`config.mk`:
```
export PLATFORM = sky130hd
export DESIGN_NAME = sas_top
export DESIGN_NICKNAME = d
export VERILOG_FILES = /design/src/pkg/sas_pkg.sv /design/src/pkg/sas_res_if.sv /design/src/sas_result_store.sv /design/src/sas_top.sv
export SDC_FILE = /design/constraint.sdc
export NUM_CORES = 1
export LEC_CHECK = 0
export BUFFER_PORTS_ARGS = -buffer_cell sky130_fd_sc_hd__clkbuf_2
export CAP_MARGIN = 20
export CORE_MARGIN = 3
export CORE_UTILIZATION = 62
export DETAILED_ROUTE_END_ITERATION = 7
export GPL_ROUTABILITY_DRIVEN = 1
export PLACE_DENSITY = 0.92
export SYNTH_ARGS = -nofsm -noshare
export SYNTH_HDL_FRONTEND = slang
export SYNTH_HIERARCHICAL = 1
export SYNTH_SLANG_ARGS = --single-unit
```
`constraint.sdc`:
```
create_clock -name pclk -period 6.5 [get_ports pclk]
set_input_delay 0.325 -clock pclk [delete_from_list [all_inputs] [get_ports pclk]]
set_output_delay 0.325 -clock pclk [all_outputs]
set_load 0.03 [all_outputs]
```
`src/pkg/sas_pkg.sv`:
```
// Package with register map, field positions, reset values and timing for the converter sequencer.
package sas_pkg;
    localparam logic [11:0] OFF_CTRL = 12'h000;
    localparam logic [11:0] OFF_OPT = 12'h004;
    localparam logic [11:0] OFF_RES1 = 12'h008;
    localparam logic [11:0] OFF_STAT = 12'h018;
    localparam int CTRL_DONE_BIT = 7;
    localparam int CTRL_SCAN_BIT = 5;
    localparam int CTRL_GROUP_MODE_SEL_BIT = 4;
    localparam int OPT_PWR_BIT = 7;
    localparam int OPT_CONV_CLOCK_SOURCE_SEL_BIT = 6;
    localparam int OPT_DLY_BIT = 4;
    localparam logic [7:0] CTRL_RESET = 8'h00;
    localparam logic [7:0] OPT_RESET = 8'h10;
    localparam logic [7:0] OPT_WMASK = 8'hfb;
    localparam logic [7:0] CTRL_WMASK = 8'h3f;
    localparam int CLK_MHZ = 100;
    localparam int PROT_CYCLES = 64;
    localparam int STOP_DELAY_CYCLES = 4000;
    localparam int STOP_FAST_CYCLES = 4;
    localparam int SAMPLE_CYCLES = 12;
    localparam int CMP_WAIT_CYCLES = 5;
    localparam int SAR_BITS = 8;
    localparam int SEQ_LEN = 4;
    localparam int SETTLE_US = 100;
    localparam int SETTLE_CYCLES = SETTLE_US * CLK_MHZ;
    localparam int STOP_SETTLE_MS = 10;
    localparam logic [7:0] FULL_SCALE = 8'hff;
    localparam logic [7:0] ZERO_SCALE = 8'h00;
    typedef enum logic [2:0] {
        SAS_IDLE = 3'b000,
        SAS_SAMPLE = 3'b001,
        SAS_CONVERT = 3'b010,
        SAS_STORE = 3'b011,
        SAS_SUSPEND = 3'b100,
        SAS_WAKE = 3'b101
    } sas_state_t;
endpackage

```
`src/pkg/sas_res_if.sv`:
```
// Interface carrying one conversion result from the sequencer into the result store.
`timescale 1ns/1ns
`default_nettype none
interface sas_res_if;
    logic wr;
    logic [1:0] slot;
    logic [7:0] data;
    logic [31:0] rd_word;
    logic [1:0] rd_slot;
    modport seq (output wr, output slot, output data, output rd_slot, input rd_word);
    modport store (input wr, input slot, input data, input rd_slot, output rd_word);
endinterface
`default_nettype wire

```
`src/sas_result_store.sv`:
```
// Four read-only result slots written only by the conversion sequencer.
`timescale 1ns/1ns
`default_nettype none
module sas_result_store (
    input wire logic pclk,
    input wire logic presetn,
    sas_res_if.store res
);
    logic [7:0] slot_q [4];
    logic [7:0] slot_d [4];

    // Each slot takes the finished approximation when the store strobe addresses its index.
    genvar g;
    generate
        for (g = 0; g < 4; g++) begin : g_slot
            always_comb begin
                slot_d[g] = slot_q[g];
                if (res.wr && res.slot == 2'(g)) begin
                    slot_d[g] = res.data;
                end
            end
            always_ff @(posedge pclk or negedge presetn) begin
                if (!presetn) begin
                    slot_q[g] <= 8'h00;
                end else begin
                    slot_q[g] <= slot_d[g];
                end
            end
        end
    endgenerate

    // Read port; the bus has no write path here, so writes cannot alter results.
    assign res.rd_word = {24'h000000, slot_q[res.rd_slot]};
endmodule
`default_nettype wire

```
`src/sas_top.sv`:
```
// APB-controlled sequencer for an 8-bit successive-approximation converter.
//
// Contract
// Each conversion is eight comparisons, MSB first, each fixing one bit.
// Finished approximation is copied into the slot's result register.
// Option bit 7 powers the converter up when set, down when clear.
// Software waits up to 100 us after power-up before converting.
// Clock-select bit picks bus clock at 0, RC clock at 1.
// Software should pick RC clock below 750 kHz bus clock.
// A sequence starts one cycle after a control write made while powered up.
// Sequences hold four conversions; done flag sets after the fourth.
// Low reference gives 00, high reference gives ff, no overflow.
// Control bits 3:0 pick one of 16 inputs.
// Group mode stores each channel by its position in the group.
// Single one-shot: convert four times, fill slots, then halt.
// Single continuous: keep converting, wrapping slots one to four.
// Group one-shot: convert each group channel once, then halt.
// Group continuous: cycle the group, overwriting older results.
// Stop or wait suspends the channel; resume resamples it.
// After a fast stop exit software waits 10 ms.
// Delay bit set gives 4000 cycles stop exit, else four.
// Control write mid-sequence aborts and restarts with new settings.
// Done flag clears on control write, sets when four slots valid; a control write while powered down leaves it unchanged.
// Control bit 6 reads zero, others except done are read/write.
// Protected option bits take one write in first 64 cycles.
// Group mode ignores two low select bits, upper two pick group.
// Result registers are read-only; writes change nothing.
// Control writes while powered down start nothing.
//
// The APB slave port and the placing of the registers were decided locally.
`timescale 1ns/1ns
`default_nettype none
module sas_top #(
    parameter int STOP_DELAY = sas_pkg::STOP_DELAY_CYCLES
) (
    input wire logic pclk,
    input wire logic presetn,
    input wire logic psel,
    input wire logic penable,
    input wire logic pwrite,
    input wire logic [11:0] paddr,
    input wire logic [31:0] pwdata,
    output logic [31:0] prdata,
    output logic pready,
    output logic pslverr,
    input wire logic special_mode,
    input wire logic stop_req,
    input wire logic wait_req,
    input wire logic comp_in,
    output logic [3:0] mux_sel,
    output logic [7:0] dac_code,
    output logic sample_en,
    output logic converter_power_on,
    output logic conv_clock_source_sel
);
    ////////////////////////////////////////////////////////////////////////
    // Bus decode.
    logic wr_en;
    logic rd_en;
    assign wr_en = psel && penable && pwrite;
    assign rd_en = psel && !penable && !pwrite; // Setup phase, so data stands with pready.

    sas_res_if res ();
    sas_result_store u_store (
        .pclk(pclk),
        .presetn(presetn),
        .res(res)
    );

    ////////////////////////////////////////////////////////////////////////
    // Pin synchronisers for comparator and low-power requests.
    logic [2:0] cmp_s_q;
    logic [2:0] stp_s_q;
    logic [2:0] wt_s_q;
    logic cmp_v_q;
    logic hold_v_q;
    logic [2:0] cmp_s_d;
    logic [2:0] stp_s_d;
    logic [2:0] wt_s_d;
    logic cmp_v_d;
    logic hold_v_d;
    logic stp_v_q;
    logic stp_v_d;

    // Stage 1 feeds stage 2 only; a change counts when stages 2 and 3 agree.
    always_comb begin
        cmp_s_d = {cmp_s_q[1:0], comp_in};
        stp_s_d = {stp_s_q[1:0], stop_req};
        wt_s_d = {wt_s_q[1:0], wait_req};
        cmp_v_d = (cmp_s_q[1] == cmp_s_q[2]) ? cmp_s_q[2] : cmp_v_q;
        stp_v_d = (stp_s_q[1] == stp_s_q[2]) ? stp_s_q[2] : stp_v_q;
        hold_v_d = (wt_s_q[1] == wt_s_q[2]) ? wt_s_q[2] : hold_v_q;
    end

    always_ff @(posedge pclk or negedge presetn) begin
        if (!presetn) begin
            cmp_s_q <= 3'h0;
            stp_s_q <= 3'h0;
            wt_s_q <= 3'h0;
            cmp_v_q <= 1'b0;
            stp_v_q <= 1'b0;
            hold_v_q <= 1'b0;
        end else begin
            cmp_s_q <= cmp_s_d;
            stp_s_q <= stp_s_d;
            wt_s_q <= wt_s_d;
            cmp_v_q <= cmp_v_d;
            stp_v_q <= stp_v_d;
            hold_v_q <= hold_v_d;
        end
    end

    ////////////////////////////////////////////////////////////////////////
    // Option register with write-once protection window.
    logic [7:0] opt_q;
    logic [7:0] opt_d;
    logic [6:0] prot_cnt_q;
    logic [6:0] prot_cnt_d;
    logic opt_used_q;
    logic opt_used_d;
    logic opt_wr;
    logic opt_ok;
    assign opt_wr = wr_en && paddr == sas_pkg::OFF_OPT;
    assign opt_ok = special_mode || (!opt_used_q && prot_cnt_q < 7'(sas_pkg::PROT_CYCLES));

    // Protected bits take one write early after reset, or any time in special mode.
    always_comb begin
        opt_d = opt_q;
        opt_used_d = opt_used_q;
        prot_cnt_d = prot_cnt_q;
        if (prot_cnt_q < 7'(sas_pkg::PROT_CYCLES)) begin
            prot_cnt_d = prot_cnt_q + 7'h01;
        end
        if (opt_wr && opt_ok) begin
            opt_d = pwdata[7:0] & sas_pkg::OPT_WMASK;
            opt_used_d = 1'b1;
        end
    end

    always_ff @(posedge pclk or negedge presetn) begin
        if (!presetn) begin
            opt_q <= sas_pkg::OPT_RESET;
            opt_used_q <= 1'b0;
            prot_cnt_q <= 7'h00;
        end else begin
            opt_q <= opt_d;
            opt_used_q <= opt_used_d;
            prot_cnt_q <= prot_cnt_d;
        end
    end

    logic pwr_on;
    assign pwr_on = opt_q[sas_pkg::OPT_PWR_BIT];

    ////////////////////////////////////////////////////////////////////////
    // Control register, sequencer and approximation register.
    logic [7:0] ctrl_q;
    logic [7:0] ctrl_d;
    logic done_q;
    logic done_d;
    logic start_q;
    logic start_d;
    sas_pkg::sas_state_t st_q;
    sas_pkg::sas_state_t st_d;
    logic [7:0] sar_q;
    logic [7:0] sar_d;
    logic [2:0] bit_q;
    logic [2:0] bit_d;
    logic [1:0] slot_q;
    logic [1:0] slot_d;
    logic [3:0] cnt_q;
    logic [3:0] cnt_d;
    logic [11:0] wake_q;
    logic [11:0] wake_d;
    logic ctrl_wr;
    logic lowp;
    logic [3:0] chan;
    logic [1:0] pos;
    assign ctrl_wr = wr_en && paddr == sas_pkg::OFF_CTRL;
    assign lowp = stp_v_q || hold_v_q;
    // Group mode replaces the low select bits with the slot position; next values keep
    // the pin in step with the sample strobe.
    assign chan = ctrl_d[sas_pkg::CTRL_GROUP_MODE_SEL_BIT] ? {ctrl_d[3:2], slot_d} : ctrl_d[3:0];
    assign pos = slot_q;

    // Sequence control: sample, eight comparisons, store, advance slot.
    always_comb begin
        ctrl_d = ctrl_q;
        done_d = done_q;
        start_d = 1'b0;
        st_d = st_q;
        sar_d = sar_q;
        bit_d = bit_q;
        slot_d = slot_q;
        cnt_d = cnt_q;
        wake_d = wake_q;
        res.wr = 1'b0;
        res.slot = pos;
        res.data = sar_q;
        if (ctrl_wr && pwr_on) begin
            ctrl_d = pwdata[7:0] & sas_pkg::CTRL_WMASK;
            done_d = 1'b0;
            start_d = 1'b1;
        end
        if (start_q) begin
            st_d = sas_pkg::SAS_SAMPLE;
            slot_d = 2'h0;
            cnt_d = 4'h0;
        end else begin
            case (st_q)
                sas_pkg::SAS_IDLE: begin
                    st_d = sas_pkg::SAS_IDLE;
                end
                sas_pkg::SAS_SAMPLE: begin
                    if (lowp) begin
                        st_d = sas_pkg::SAS_SUSPEND;
                    end else if (cnt_q == 4'(sas_pkg::SAMPLE_CYCLES - 1)) begin
                        st_d = sas_pkg::SAS_CONVERT;
                        sar_d = 8'h80;
                        bit_d = 3'h7;
                        cnt_d = 4'h0;
                    end else begin
                        cnt_d = cnt_q + 4'h1;
                    end
                end
                sas_pkg::SAS_CONVERT: begin
                    if (lowp) begin
                        st_d = sas_pkg::SAS_SUSPEND;
                    end else if (cnt_q != 4'(sas_pkg::CMP_WAIT_CYCLES - 1)) begin
                        cnt_d = cnt_q + 4'h1; // Let the trial pass the comparator synchroniser.
                    end else begin
                        // Keep the trial bit if input reaches the DAC, then try the next.
                        cnt_d = 4'h0;
                        sar_d[bit_q] = cmp_v_q;
                        if (bit_q == 3'h0) begin
                            st_d = sas_pkg::SAS_STORE;
                        end else begin
                            sar_d[bit_q - 3'h1] = 1'b1;
                            bit_d = bit_q - 3'h1;
                        end
                    end
                end
                sas_pkg::SAS_STORE: begin
                    res.wr = 1'b1;
                    slot_d = slot_q + 2'h1;
                    cnt_d = 4'h0;
                    if (slot_q == 2'(sas_pkg::SEQ_LEN - 1)) begin
                        done_d = 1'b1;
                        st_d = ctrl_q[sas_pkg::CTRL_SCAN_BIT] ? sas_pkg::SAS_SAMPLE
                                                              : sas_pkg::SAS_IDLE;
                    end else begin
                        st_d = sas_pkg::SAS_SAMPLE;
                    end
                end
                sas_pkg::SAS_SUSPEND: begin
                    if (stp_v_q) begin
                        wake_d = opt_q[sas_pkg::OPT_DLY_BIT] ? 12'(STOP_DELAY - 1)
                                                             : 12'(sas_pkg::STOP_FAST_CYCLES - 1);
                    end else if (!hold_v_q) begin
                        st_d = sas_pkg::SAS_WAKE;
                    end
                end
                sas_pkg::SAS_WAKE: begin
                    if (lowp) begin
                        st_d = sas_pkg::SAS_SUSPEND;
                    end else if (wake_q == 12'h000) begin
                        st_d = sas_pkg::SAS_SAMPLE;
                        cnt_d = 4'h0;
                    end else begin
                        wake_d = wake_q - 12'h001;
                    end
                end
                default: begin
                    st_d = sas_pkg::SAS_IDLE;
                end
            endcase
        end
        if (!pwr_on) begin
            st_d = sas_pkg::SAS_IDLE;
        end
        if (ctrl_wr && pwr_on) begin
            done_d = 1'b0;
        end
    end

    always_ff @(posedge pclk or negedge presetn) begin
        if (!presetn) begin
            ctrl_q <= sas_pkg::CTRL_RESET;
            done_q <= 1'b0;
            start_q <= 1'b0;
            st_q <= sas_pkg::SAS_IDLE;
            sar_q <= 8'h00;
            bit_q <= 3'h0;
            slot_q <= 2'h0;
            cnt_q <= 4'h0;
            wake_q <= 12'h000;
        end else begin
            ctrl_q <= ctrl_d;
            done_q <= done_d;
            start_q <= start_d;
            st_q <= st_d;
            sar_q <= sar_d;
            bit_q <= bit_d;
            slot_q <= slot_d;
            cnt_q <= cnt_d;
            wake_q <= wake_d;
        end
    end

    ////////////////////////////////////////////////////////////////////////
    // Read mux and registered outputs.
    logic [31:0] rd_d;
    logic [11:0] res_off;
    assign res_off = paddr - sas_pkg::OFF_RES1;
    assign res.rd_slot = res_off[3:2];

    // Reads return registers; done flag at bit 7, bit 6 forced low.
    always_comb begin
        rd_d = 32'h00000000;
        if (paddr == sas_pkg::OFF_CTRL) begin
            rd_d = {24'h000000, done_q, 1'b0, ctrl_q[5:0]};
        end else if (paddr == sas_pkg::OFF_OPT) begin
            rd_d = {24'h000000, opt_q};
        end else if (paddr >= sas_pkg::OFF_RES1 && paddr < sas_pkg::OFF_STAT) begin
            rd_d = res.rd_word;
        end else if (paddr == sas_pkg::OFF_STAT) begin
            rd_d = {29'h00000000, st_q};
        end
    end

    always_ff @(posedge pclk or negedge presetn) begin
        if (!presetn) begin
            prdata <= 32'h00000000;
            pready <= 1'b0;
            pslverr <= 1'b0;
            mux_sel <= 4'h0;
            dac_code <= 8'h00;
            sample_en <= 1'b0;
            converter_power_on <= 1'b0;
            conv_clock_source_sel <= 1'b0;
        end else begin
            prdata <= rd_en ? rd_d : 32'h00000000;
            pready <= psel && !penable;
            pslverr <= 1'b0;
            mux_sel <= chan;
            dac_code <= sar_d;
            sample_en <= st_d == sas_pkg::SAS_SAMPLE;
            converter_power_on <= pwr_on;
            conv_clock_source_sel <= opt_q[sas_pkg::OPT_CONV_CLOCK_SOURCE_SEL_BIT];
        end
    end
endmodule
`default_nettype wire

```
==> impl_metrics.json <==
{
  "wl_per_cell_um": 20.24,
  "dr.pass1.iters": 6,
  "gp_congestion": 0.8891,
  "fin_nets": 717,
  "min_from": "pwdata[6]",
  "min_path_type": "in -> reg",
  "crit_chain": "nand3b_1 > nor2_1 > or2_2 > o21ai_0",
  "start_util_pct": 63.92,
  "maxCapViolCount": 0,
  "setup_viol": 0,
  "antenna_found_initial": 0,
  "insertion_delay_ns": 0.55,
  "ys_seq_area_share_pct": 51.97,
  "die-width_um": 109.2,
  "dpl_cell_area_um2": 6942,
  "r2r_slack_ns": 3.68,
  "period_share_pct": 43.44,
  "clk_path_buf_depth": 2,
  "vias": 5076,
  "postCtsSetupRepairBufs": 0,
  "netlist_area_um2": 6599,
  "h-tree-depth": 4,
  "die_area_um2": 11920,
  "synthArstFlopShare_pct": 100.0,
  "ios": 102,
  "relSlewSlack_pct": 36.54,
  "drtAntennaViolNets": 0,
  "gr-total-overflow": 0,
  "remaining_drc_errors": 0,
  "design_area_um2": 7570,
  "status": "complete, no violations",
  "syn_inst": 583,
  "timing.final.hold_violations": 0,
  "synth.distinct_cells": 69,
  "place_ws_ns": 3.831,
  "worstPathArrival_ns": 3.22,
  "path_max_fanout": 18,
  "worstSetupStartpoint": "st_q[2]$_DFF_PN0_",
  "r2r-start": "st_q[2]$_DFF_PN0_",
  "cts_tree": "built",
  "fin_skew_ns": 0.01346,
  "p_leak_uw": 0.003602,
  "routed_wl_mm": 16.29,
  "ys.flop_type": "dfrtp_1",
  "worstMarginPinSlew_ns": 0.9519,
  "cts_root_buf": "clkbuf_8",
  "cts_buffers": 17,
  "cts-resized-gates": 0,
  "max_stage_delay_ns": 0.88,
  "die_y_um": 109.2,
  "cpLargestDelayFamily": "simple AND/OR/NAND/NOR gates",
  "ys_warn_count": 6,
  "syn_area_per_cell_um2": 11.32,
  "path_clk_slew_ns": 0.07,
  "place_hpwl_mm": 9.932,
  "grt_max_degree": 78,
  "drive_gt1_share_pct": 28.10,
  "portBuffers": 76,
  "core_um2": 10320,
  "critical_path_class": "reg -> reg",
  "critPathBufInv": 0,
  "cts_hold_buf": 5,
  "cp_data_required_time_ns": 6.90,
  "rsz0062_at_grt": "no",
  "crit_slowest_cell": "nor2_1",
  "ir_drop_uv": 163.1,
  "report.final.slew_viol_count": 0,
  "cp-end-kind": "register",
  "ys_ff_latch": 137,
  "grt_pass1_vias": 5148,
  "synth_edf_count": 0,
  "area_growth_pct": 14.71,
  "drt_first_iter_violations": 490,
  "viasPerCell": 6.306,
  "hold_slack_ns": 0.02810,
  "grt_use_total_pct": 28.68,
  "max_freq_mhz": 354.1,
  "worst_slack_ns": 3.676,
  "fin_crit_ns": 2.824,
  "fp-row-count": 37,
  "cts.sinks": 137,
  "grt_pass1_wl_mm": 25.79,
  "antenna_cells": 0,
  "fin_tns_setup_ns": 0,
  "power_density_nw_per_um2": 244.6,
  "crit_path_start_kind": "register"
}
-- metrics by stage --
stage                     instances  util (%)  total power [uW]
after floorplan                 606         -             904.9
after global placement          767     67.24             923.8
after detailed placement        767     67.24             925.9
after CTS                       804     73.22              1857
after global routing            805     73.32              1901
final                           805     73.32              1852
-- state kept, by name, indices dropped and copies added, names as in the netlist, 2 cells and up --
signal and flops:
ctrl_q 5, wake_q 12, dac_code 8, prdata 32, cmp_s_q 3, st_q 3
opt_q 7, u_store/slot_q 32, prot_cnt_q 7, cnt_q 4, stp_s_q 3, pos 2
bit_q 3, wt_s_q 3, mux_sel 3
-- cell families after synthesis --
family                     after synthesis  share of synthesized area [%]
AOI/OAI and AO/OA                      121                          11.57
xor gates and xnor gates                 7                         0.9291
adders and majority gates               11                          1.972
buffers and inverters                   70                          5.897
DFF                                    137                          51.97
muxes                                   56                          10.88
other                                    2                         0.1138
and+or+nand+nor                        179                          16.67
-- per-layer routing --
| metal | track usage, % | vias to the layer above | part of all wire [%] | wire, um |
|---|---|---|---|---|
| li1 | - | 2210 | - | - |
| met1 | 34.41 | 2519 | 37 | 6037 |
| met2 | 48.42 | 285 | 52 | 8526 |
| met3 | 6.868 | 62 | 7.2 | 1166 |
| met4 | 14.16 | 0 | 3.5 | 563 |
| met5 | 0 | - | 0 | 0 |
-- worst paths after layout --
kind	depth (start not counted)	endpoint
worst max register to register	4	wake_q[11]$_DFFE_PN0P_
worst max-delay path	4	wake_q[11]$_DFFE_PN0P_
worst min-delay path	2	opt_q[6]$_DFFE_PN0P_
max in group asynchronous	3	wake_q[5]$_DFFE_PN0P_
worst min register to register	0	cmp_s_q[1]$_DFF_PN0_
min in group asynchronous	2	prdata[21]$_DFF_PN0_
-- worst reg2reg max path, cell delays in order, from the launching register on --
cell and delay (ns):
dfrtp_1 0.67, nand3b_1 0.63, nor2_1 0.89, or2_2 0.36
o21ai_0 0.14
-- cell usage after synthesis (5+ instances only) --
cell type	n	area, um^2
a21oi_1	43	215.2
a22oi_1	5	37.54
a31oi_1	9	56.30
and2_1	28	175.2
buf_4	28	210.2
clkbuf_1	17	63.81
dfrtp_1	136	3403
ha_1	8	100.1
inv_1	15	56.30
mux2_2	46	518.0
mux4_2	8	180.2
nand2_1	19	71.32
nand2b_1	9	56.30
nand3_1	10	50.05
nand3b_1	5	37.54
nor2_1	34	127.6
nor2b_1	9	56.30
nor3_1	18	90.09
nor3b_1	9	67.56
o21ai_0	20	100.1
o22ai_1	9	56.30
o31ai_1	8	60.06
or2_2	5	31.28
xnor2_1	5	43.79
-- layout by cell type (no fill, tap or decap), drive strengths merged, types with 4 or more instances in the layout --
master and instances:
inv 25, buf 5, nor2 35, conb 25
or2 5, or3 4, clkinv 4, dfrtp 136
a222oi 4, o21ai 20, a22oi 5, ha 8
a21oi 43, a31oi 10, dlygate4sd3 5, mux4 8
nand3b 7, nand2 19, nand2b 9, mux2 46
xnor2 5, a211oi 4, nor4 7, o31ai 8
and2 28, nor3 19, o22ai 9, nor2b 9
or4 4, nand3 11, nor3b 11, clkbuf 92
-- final cells by class --
type	instances	area (um^2)
fillers	629	2754
flip-flops and latches	137	3430
multi-input cells	399	2873
inverters	16	60.06
repair buffers	85	470.5
clock buffers	17	414.1
well taps	136	170.2
clock inverters	15	152.6
-- where the power goes --
group / total, uW / leakage, uW / internal [uW] / switching [uW]
Clock: 937 / 0.000279 / 523 / 415
Sequential: 862 / 0.00186 / 858 / 4.24
Combinational: 52.4 / 0.00147 / 16.1 / 36.3
Total: 1850 / 0.00360 / 1400 / 455
(Power assumes the default switching activity.)
